<file path="src/common/fpec_pkg.sv">
/*
  Constants for the flash program/erase control block: register map, field positions,
  reset values, bus answers and the erase block address map.
  Assumes a 32-bit AXI4-Lite register bus and an 18-bit flash array address.
*/
package fpec_pkg;
  localparam int FPEC_AW = 8;
  localparam int FPEC_FA_W = 18;
  localparam logic [7:0] FPEC_OFS_CTL = 8'h00;
  localparam logic [7:0] FPEC_OFS_BLK = 8'h04;
  localparam int FPEC_CTL_HWP = 7;
  localparam int FPEC_CTL_SWG = 6;
  localparam int FPEC_CTL_CSU = 5;
  localparam int FPEC_CTL_BSU = 4;
  localparam int FPEC_CTL_CCK = 3;
  localparam int FPEC_CTL_BCK = 2;
  localparam int FPEC_CTL_CRUN = 1;
  localparam int FPEC_CTL_BRUN = 0;
  localparam logic [7:0] FPEC_BLK_RST = 8'h00;
  localparam logic [1:0] FPEC_RESP_OKAY = 2'h0;
  localparam logic [1:0] FPEC_RESP_SLVERR = 2'h2;
  localparam logic [31:0] FPEC_RD_UNMAPPED = 32'h00000000;
  // Blocks 0..3 are 1 kbyte, 4 is 28 kbytes, 5..7 are 32 kbytes each
  localparam logic [FPEC_FA_W-1:0] FPEC_BLK_LO [8] = '{18'h10000, 18'h10400, 18'h10800, 18'h10c00,
                                                      18'h11000, 18'h18000, 18'h20000, 18'h28000};
  localparam logic [FPEC_FA_W-1:0] FPEC_BLK_HI [8] = '{18'h103ff, 18'h107ff, 18'h10bff, 18'h10fff,
                                                      18'h17fff, 18'h1ffff, 18'h27fff, 18'h2ffff};
  typedef enum logic [1:0] {
    FPEC_WR_IDLE = 2'b00,
    FPEC_WR_GOT_A = 2'b01,
    FPEC_WR_RESP = 2'b11,
    FPEC_WR_GOT_D = 2'b10
  } fpec_wr_e;
endpackage

</file>
<file path="src/design/fpec_ctrl.sv">
/*
  Flash program/erase control: control and block select registers behind an AXI4-Lite slave,
  write gating by the hardware write pin and software gate, and the erase permit check.
  Assumes the hardware write pin and standby request are synchronous to core_clk_i and
  that the flash array samples the mode outputs directly.
*/
// Overview of operation
// Burn setup resets 0; set only with pin high and software gate 1.
// Clear check resets 0; settable when gated, writing 0 leaves it.
// Burn check resets 0; settable when gated, clearing it exits.
// Erase run settable only when gated and clear setup already 1.
// Burn run settable only when gated and burn setup already 1.
// Software changes at most one mode control bit per write.
// Software toggles the software gate in a write of its own.
// Software should arm the watchdog before starting a burn or erase run.
// Block select clears on reset, standby, pin low, or gate 0.
// Block n erasable only when its select bit is 1.
// Block select bits cannot be set while the software gate is 0.
// Software selects only one erase block at a time.
// One block per erase; whole array erased block by block.
// Blocks 0-3 are 1 kbyte, 4 is 28 kbytes, 5-7 are 32 kbytes.
// In mode 2 the pin is held low and nothing is burnt or erased.
// Setup and check bit writes act only with pin high and gate 1.
// Control bit 7 reads the hardware write pin level.
// Software gate resets 0, set only while the pin is high.
// Losing pin or gate forces setup, check and run bits to 0.
`timescale 1ns/1ps
module fpec_ctrl (
  input wire logic core_clk_i,
  input wire logic rst_b_i,
  input wire logic hard_write_pin_i,
  input wire logic standby_i,
  input wire logic [fpec_pkg::FPEC_FA_W-1:0] erase_addr_i,
  output logic clr_setup_o,
  output logic burn_setup_o,
  output logic clr_check_o,
  output logic burn_check_o,
  output logic erase_run_o,
  output logic burn_run_o,
  output logic [7:0] block_pick_bits_o,
  output logic erase_allowed_o,
  input wire logic [fpec_pkg::FPEC_AW-1:0] s_axil_awaddr,
  input wire logic s_axil_awvalid,
  output logic s_axil_awready,
  input wire logic [31:0] s_axil_wdata,
  input wire logic [3:0] s_axil_wstrb,
  input wire logic s_axil_wvalid,
  output logic s_axil_wready,
  output logic [1:0] s_axil_bresp,
  output logic s_axil_bvalid,
  input wire logic s_axil_bready,
  input wire logic [fpec_pkg::FPEC_AW-1:0] s_axil_araddr,
  input wire logic s_axil_arvalid,
  output logic s_axil_arready,
  output logic [31:0] s_axil_rdata,
  output logic [1:0] s_axil_rresp,
  output logic s_axil_rvalid,
  input wire logic s_axil_rready
);
  import fpec_pkg::*;

  typedef struct packed {
    logic swg;
    logic csu;
    logic bsu;
    logic cck;
    logic bck;
    logic crun;
    logic brun;
    logic [7:0] blk;
    logic erase_ok;
    fpec_wr_e wst;
    logic [FPEC_AW-1:0] waddr;
    logic [7:0] wbyte;
    logic wlane;
    logic [1:0] bresp;
    logic rvalid;
    logic [31:0] rdata;
    logic [1:0] rresp;
  } fpec_st_s;

  fpec_st_s st_r;
  fpec_st_s st_nxt;
  logic rst_b;
  logic [7:0] hit;
  logic gate;
  logic do_wr;
  logic [7:0] ctl_rd;

  fpec_rst_sync u_rst (
    .clk_i(core_clk_i),
    .rst_b_i(rst_b_i),
    .rst_b_o(rst_b)
  );

  fpec_blk_map u_map (
    .addr_i(erase_addr_i),
    .hit_o(hit)
  );

  assign gate = hard_write_pin_i & st_r.swg;

  // pin level on bit 7
  assign ctl_rd = {hard_write_pin_i, st_r.swg, st_r.csu, st_r.bsu, st_r.cck, st_r.bck, st_r.crun, st_r.brun};

  assign s_axil_awready = (st_r.wst == FPEC_WR_IDLE) || (st_r.wst == FPEC_WR_GOT_D);
  assign s_axil_wready = (st_r.wst == FPEC_WR_IDLE) || (st_r.wst == FPEC_WR_GOT_A);
  assign s_axil_bvalid = (st_r.wst == FPEC_WR_RESP);
  assign s_axil_bresp = st_r.bresp;
  assign s_axil_arready = !st_r.rvalid;
  assign s_axil_rvalid = st_r.rvalid;
  assign s_axil_rdata = st_r.rdata;
  assign s_axil_rresp = st_r.rresp;

  always_comb begin
    st_nxt = st_r;
    do_wr = 1'b0;
    // Write address and data are taken in either order
    case (st_r.wst)
      FPEC_WR_IDLE: begin
        if (s_axil_awvalid) begin
          st_nxt.waddr = s_axil_awaddr;
        end
        if (s_axil_wvalid) begin
          st_nxt.wbyte = s_axil_wdata[7:0];
          st_nxt.wlane = s_axil_wstrb[0];
        end
        if (s_axil_awvalid && s_axil_wvalid) begin
          st_nxt.wst = FPEC_WR_RESP;
          do_wr = 1'b1;
        end else if (s_axil_awvalid) begin
          st_nxt.wst = FPEC_WR_GOT_A;
        end else if (s_axil_wvalid) begin
          st_nxt.wst = FPEC_WR_GOT_D;
        end
      end
      FPEC_WR_GOT_A: begin
        if (s_axil_wvalid) begin
          st_nxt.wbyte = s_axil_wdata[7:0];
          st_nxt.wlane = s_axil_wstrb[0];
          st_nxt.wst = FPEC_WR_RESP;
          do_wr = 1'b1;
        end
      end
      FPEC_WR_GOT_D: begin
        if (s_axil_awvalid) begin
          st_nxt.waddr = s_axil_awaddr;
          st_nxt.wst = FPEC_WR_RESP;
          do_wr = 1'b1;
        end
      end
      FPEC_WR_RESP: begin
        if (s_axil_bready) begin
          st_nxt.wst = FPEC_WR_IDLE;
        end
      end
      default: begin
        st_nxt.wst = FPEC_WR_IDLE;
      end
    endcase

    if (do_wr) begin
      st_nxt.bresp = FPEC_RESP_OKAY;
      if (st_nxt.waddr == FPEC_OFS_CTL) begin
        if (st_nxt.wlane) begin
          // gate set needs pin high
          if (hard_write_pin_i) begin
            st_nxt.swg = st_nxt.wbyte[FPEC_CTL_SWG];
          end
          // gated setup and check writes
          if (gate) begin
            st_nxt.csu = st_nxt.wbyte[FPEC_CTL_CSU];
            st_nxt.bsu = st_nxt.wbyte[FPEC_CTL_BSU];
            st_nxt.cck = st_nxt.wbyte[FPEC_CTL_CCK];
            st_nxt.bck = st_nxt.wbyte[FPEC_CTL_BCK];
          end
          // erase run needs setup
          if (gate && st_r.csu) begin
            st_nxt.crun = st_nxt.wbyte[FPEC_CTL_CRUN];
          end
          // burn run needs setup
          if (gate && st_r.bsu) begin
            st_nxt.brun = st_nxt.wbyte[FPEC_CTL_BRUN];
          end
        end
      end else if (st_nxt.waddr == FPEC_OFS_BLK) begin
        // no block select without gate
        if (st_nxt.wlane && gate) begin
          st_nxt.blk = st_nxt.wbyte;
        end
      end else begin
        st_nxt.bresp = FPEC_RESP_SLVERR;
      end
    end

    // Read channel: one outstanding read, data held until rready
    if (st_r.rvalid) begin
      if (s_axil_rready) begin
        st_nxt.rvalid = 1'b0;
      end
    end else if (s_axil_arvalid) begin
      st_nxt.rvalid = 1'b1;
      st_nxt.rresp = FPEC_RESP_OKAY;
      if (s_axil_araddr == FPEC_OFS_CTL) begin
        st_nxt.rdata = {24'h000000, ctl_rd};
      end else if (s_axil_araddr == FPEC_OFS_BLK) begin
        st_nxt.rdata = {24'h000000, st_r.blk};
      end else begin
        st_nxt.rdata = FPEC_RD_UNMAPPED;
        st_nxt.rresp = FPEC_RESP_SLVERR;
      end
    end

    // gate drops with the pin
    if (!hard_write_pin_i || standby_i) begin
      st_nxt.swg = 1'b0;
    end
    // losing protection clears modes and blocks
    if (!gate || standby_i) begin
      st_nxt.csu = 1'b0;
      st_nxt.bsu = 1'b0;
      st_nxt.cck = 1'b0;
      st_nxt.bck = 1'b0;
      st_nxt.crun = 1'b0;
      st_nxt.brun = 1'b0;
      st_nxt.blk = FPEC_BLK_RST;
    end

    // only selected blocks erasable
    st_nxt.erase_ok = |(hit & st_r.blk);
  end

  always_ff @(posedge core_clk_i or negedge rst_b) begin
    if (!rst_b) begin
      st_r <= '0;
    end else begin
      st_r <= st_nxt;
    end
  end

  assign clr_setup_o = st_r.csu;
  assign burn_setup_o = st_r.bsu;
  assign clr_check_o = st_r.cck;
  assign burn_check_o = st_r.bck;
  assign erase_run_o = st_r.crun;
  assign burn_run_o = st_r.brun;
  assign block_pick_bits_o = st_r.blk;
  assign erase_allowed_o = st_r.erase_ok;

  // unselected blocks protected
  for (genvar g = 0; g < 8; g++) begin : g_protect

  end
endmodule

</file>
<file path="src/design/fpec_rst_sync.sv">
/*
  Reset release synchroniser: asserts asynchronously, releases after two clock edges.
  Assumes an active-low asynchronous reset input.
*/
`timescale 1ns/1ps
module fpec_rst_sync (
  input wire logic clk_i,
  input wire logic rst_b_i,
  output logic rst_b_o
);
  import fpec_pkg::*;
  logic [1:0] sync_r;

  always_ff @(posedge clk_i or negedge rst_b_i) begin
    if (!rst_b_i) begin
      sync_r <= 2'h0;
    end else begin
      sync_r <= {sync_r[0], 1'b1};
    end
  end

  assign rst_b_o = sync_r[1];
endmodule

</file>
<file path="src/design/fpec_blk_map.sv">
/*
  Erase block address map: one comparator pair per block gives a one-hot hit vector.
  Assumes an absolute flash array address; outside the array no block hits.
*/
`timescale 1ns/1ps
module fpec_blk_map (
  input wire logic [fpec_pkg::FPEC_FA_W-1:0] addr_i,
  output logic [7:0] hit_o
);
  import fpec_pkg::*;

  // block address ranges
  for (genvar g = 0; g < 8; g++) begin : g_blk
    assign hit_o[g] = (addr_i >= FPEC_BLK_LO[g]) && (addr_i <= FPEC_BLK_HI[g]);
  end
endmodule

</file>
<file path="config.mk">
export PLATFORM = sky130hd
export DESIGN_NAME = fpec_ctrl
export DESIGN_NICKNAME = d
export VERILOG_FILES = /design/src/common/fpec_pkg.sv /design/src/design/fpec_ctrl.sv /design/src/design/fpec_rst_sync.sv /design/src/design/fpec_blk_map.sv
export SDC_FILE = /design/constraint.sdc
export NUM_CORES = 1
export LEC_CHECK = 0
export BUFFER_PORTS_ARGS = -buffer_cell sky130_fd_sc_hd__buf_4
export CAP_MARGIN = 0
export CELL_PAD_IN_SITES_DETAIL_PLACEMENT = 0
export CELL_PAD_IN_SITES_GLOBAL_PLACEMENT = 1
export CORE_ASPECT_RATIO = 1.1
export CORE_UTILIZATION = 35
export DETAILED_ROUTE_END_ITERATION = 16
export PLACE_DENSITY = 0.95
export SYNTH_ARGS = -nofsm -noshare
export SYNTH_HDL_FRONTEND = slang
export SYNTH_SLANG_ARGS = --single-unit
</file>
<file path="constraint.sdc">
create_clock -name core_clk_i -period 3.8 [get_ports core_clk_i]
set_input_delay 1.14 -clock core_clk_i [delete_from_list [all_inputs] [get_ports core_clk_i]]
set_output_delay 1.14 -clock core_clk_i [all_outputs]
set_load 0.01 [all_outputs]
</file>
==> impl_metrics.sql <==
INSERT INTO impl_metrics (metric_group, metric, value, unit) VALUES
('worst_hold_path', 'min_to', 'u_rst.sync_r[1]', ''),
('logic_synthesis', 'post_synth_main_area_contributors', 'dfrtp_1 (49%), buf_4 (14%), mux2i_1 (7.7%)', ''),
('detailed_routing', 'final_antenna_net_count', '0', ''),
('detailed_routing', 'drt-total-wl', '4.93', 'mm'),
('sta', 'grt_setup_unrepaired', 'false', ''),
('logic_synthesis', 'yosys.area.top_type', 'dfrtp_1', ''),
('setup_path', 'worstPathArrival', '3140', 'ps'),
('clock_network', 'cts_sinks', '48', ''),
('sta', 'timing.hold.ws', '359', 'ps'),
('global_routing', 'grt_overflow_total', '0', ''),
('detailed_routing', 'drc_errors', '0', ''),
('setup_path', 'timing.reg2reg.worst_path_depth', '5', ''),
('clock_network', 'holdBufCountCts', '0', ''),
('layout', 'commonest_cells_after_routing_fill_and_taps_aside', 'buf_4 (73), dfrtp_1 (47), conb_1 (27)', ''),
('clock_network', 'cts_buffers', '5', ''),
('clock_network', 'cts_setup_buffers', '0', ''),
('global_routing', 'first_global_vias', '1658', ''),
('sta', 'achievable-frequency', '343', 'MHz'),
('logic_synthesis', 'yosys_register_bits', '48', ''),
('layout', 'antenna_diode_instance_count', '0', ''),
('power_and_ir_drop', 'ir_worst_vdd', '0.228', 'mV'),
('logic_synthesis', 'ys_seq_area_share', '48.6', '%'),
('global_routing', 'grt_start_max_net_pins', '47', ''),
('logic_synthesis', 'ys_types', '31', ''),
('clock_network', 'tritoncts', 'built', ''),
('setup_path', 'crit_path_cell_trace', 'buf_4 -> nor2b_1 -> mux2_4 -> nor4_4 -> and2_1 -> mux2i_1', ''),
('setup_path', 'crit-reg2reg-launch', 'st_r[54]', ''),
('global_routing', 'grt_antenna_before_repair', '0', ''),
('setup_path', 'path_class', 'input pin to flip-flop', ''),
('power_and_ir_drop', 'powerDensity', '468', 'mW/mm^2'),
('sta', 'report.final.slew_viol_count', '0', ''),
('clock_network', 'worst_skew_pair.late_latency', '300', 'ps'),
('power_and_ir_drop', 'post-layout-total-power', '1.39', 'mW'),
('sta', 'timing.slew.headroom', '33.8', '%'),
('die', 'floorplan.rows', '31', ''),
('sta', 'tns', '0', 'ps'),
('die', 'fp.coreArea', '0.00671', 'sq mm'),
('status', 'status', 'finished, final reports clean', ''),
('setup_path', 'worstPathMaxFanout', '9', ''),
('setup_path', 'timing.critical_path.required', '4020', 'ps'),
('sta', 'clock-skew-final', '6.24', 'ps'),
('setup_path', 'regToRegEndpoint', 'clr_check_o', ''),
('layout', 'mostFrequentLayoutCell', 'buf_4', ''),
('sta', 'timing.final.hold_violations', '0', ''),
('setup_path', 'crit_cells', '6', ''),
('layout', 'post_synthesis_to_final_layout_area_growth', '20.3', '%'),
('sta', 'layout_min_cycle_time', '2920', 'ps'),
('sta', 'layout_worst_path_cycle_share', '76.8', '%'),
('power_and_ir_drop', 'leakage', '1.41', 'nW'),
('placement', 'io_buffers', '71', ''),
('global_routing', 'grt_first_pass_wirelength', '7.76', 'mm'),
('layout', 'proportion_of_layout_cells_with_a_drive_suffix_above_1', '34.7', '%'),
('detailed_routing', 'detailroute.via_count', '1762', ''),
('detailed_routing', 'drt-wirelength-per-cell', '13.3', 'um'),
('die', 'die_w', '82.1', 'um'),
('setup_path', 'crit_family', 'simple AND/OR/NAND/NOR gates', ''),
('setup_path', 'setup.worst_path.start_class', 'input pin', ''),
('die', 'ios', '135', ''),
('worst_hold_path', 'holdCritPathClass', 'flip-flop to flip-flop', ''),
('die', 'initial_utilization', '36.8', '%'),
('die', 'dieHeight', '90.2', 'um'),
('worst_hold_path', 'holdPathStages', '0', ''),
('clock_network', 'clkSlewWorstSetupHoldPaths', '90', 'ps'),
('flow_run', 'max_cap_violations', '0', ''),
('logic_synthesis', 'postSynthCellCount', '231', ''),
('placement', 'gp_congestion', '0.769', ''),
('logic_synthesis', 'ys_warn_count', '0', ''),
('sta', 'worst-slew-pin-transition', '993', 'ps'),
('detailed_routing', 'drt_iter0_markers', '66', ''),
('logic_synthesis', 'yosys.area.top_type_share', '48.6', '%'),
('global_routing', 'globalRouteTotalUtil', '13.8', '%');
-- kinds of logic after synthesis --
kind of cell           synth area share (%)
AOI/OAI and AO/OA                      7.59
DFF                                    48.6
other                                 0.304
buffers and inverters                  15.4
and+or+nand+nor                        12.1
muxes                                  16.0
-- worst max-delay path by stage --
stage | start | slack [ps] | end
6_report | s_axil_awvalid | 880 | clr_check_o
5_1_grt | s_axil_awvalid | 790 | clr_check_o
2_1_floorplan | s_axil_awvalid | 1150 | burn_setup_o
3_5_place_dp | s_axil_awvalid | 570 | clr_check_o
4_1_cts | s_axil_awvalid | 870 | clr_check_o
3_3_place_gp | s_axil_awvalid | 620 | burn_setup_o
-- cells in the mapped netlist --
master,n
mux2_4,1
buf_2,1
clkbuf_1,2
mux2_2,15
a211oi_1,2
nand2b_1,1
nor2_1,9
or4_1,1
o21ai_0,14
nand3_1,5
dfrtp_1,48
inv_1,6
o41a_1,1
nor2b_1,7
a311o_1,1
buf_4,46
conb_1,2
and2_1,3
nor4_4,1
a32oi_1,1
a2bb2oi_1,1
and4b_1,2
nor3_1,2
mux4_2,1
o21a_1,1
mux2i_1,19
a21oi_1,7
nand2_1,25
a31oi_1,2
nor4_1,3
a22o_1,1
-- routing by layer --
layer / share of wire (%) / global-route usage (%) / routed length [um]
met1: 40 / 16.0 / 1980
met2: 51 / 23.7 / 2500
met3: 8.1 / 4.57 / 401
met4: 1.0 / 3.95 / 51
met5: 0 / 0 / 0
-- final cells by class --
cell class | instances | area, sq um
fill | 648 | 3730
sequential | 48 | 1200
multi-input combinational | 153 | 985
timing repair buffer | 73 | 548
tap | 82 | 103
clock buffer | 5 | 68.8
clock inverter | 3 | 46.3
inverter | 6 | 22.5
-- power by group --
part / internal, mW / switching [mW] / leakage, nW
registers: 0.615 / 0.0555 / 0.608
clock network: 0.198 / 0.176 / 0.0548
logic: 0.179 / 0.168 / 0.748
total: 0.992 / 0.399 / 1.41
-- flip-flops by register name, summed over array words and instances (netlist names), 2 cells and up --
| name | count |
|---|---|
| u_rst.sync_r | 2 |
| block_pick_bits_o | 8 |
| st_r | 19 |
| s_axil_rdata | 8 |
-- through the flow --
stage                     instance area, sq um  setup slack (ps)  cells  utilization, %
after floorplan                           2570              1150    256               -
after global placement                    2860               623    362            42.6
after detailed placement                  2860               568    362            42.6
after CTS                                 2980               869    370            44.3
after global routing                      2980               793    370            44.3
final                                     2980               883    370            44.3
(Power assumes the default switching activity.)
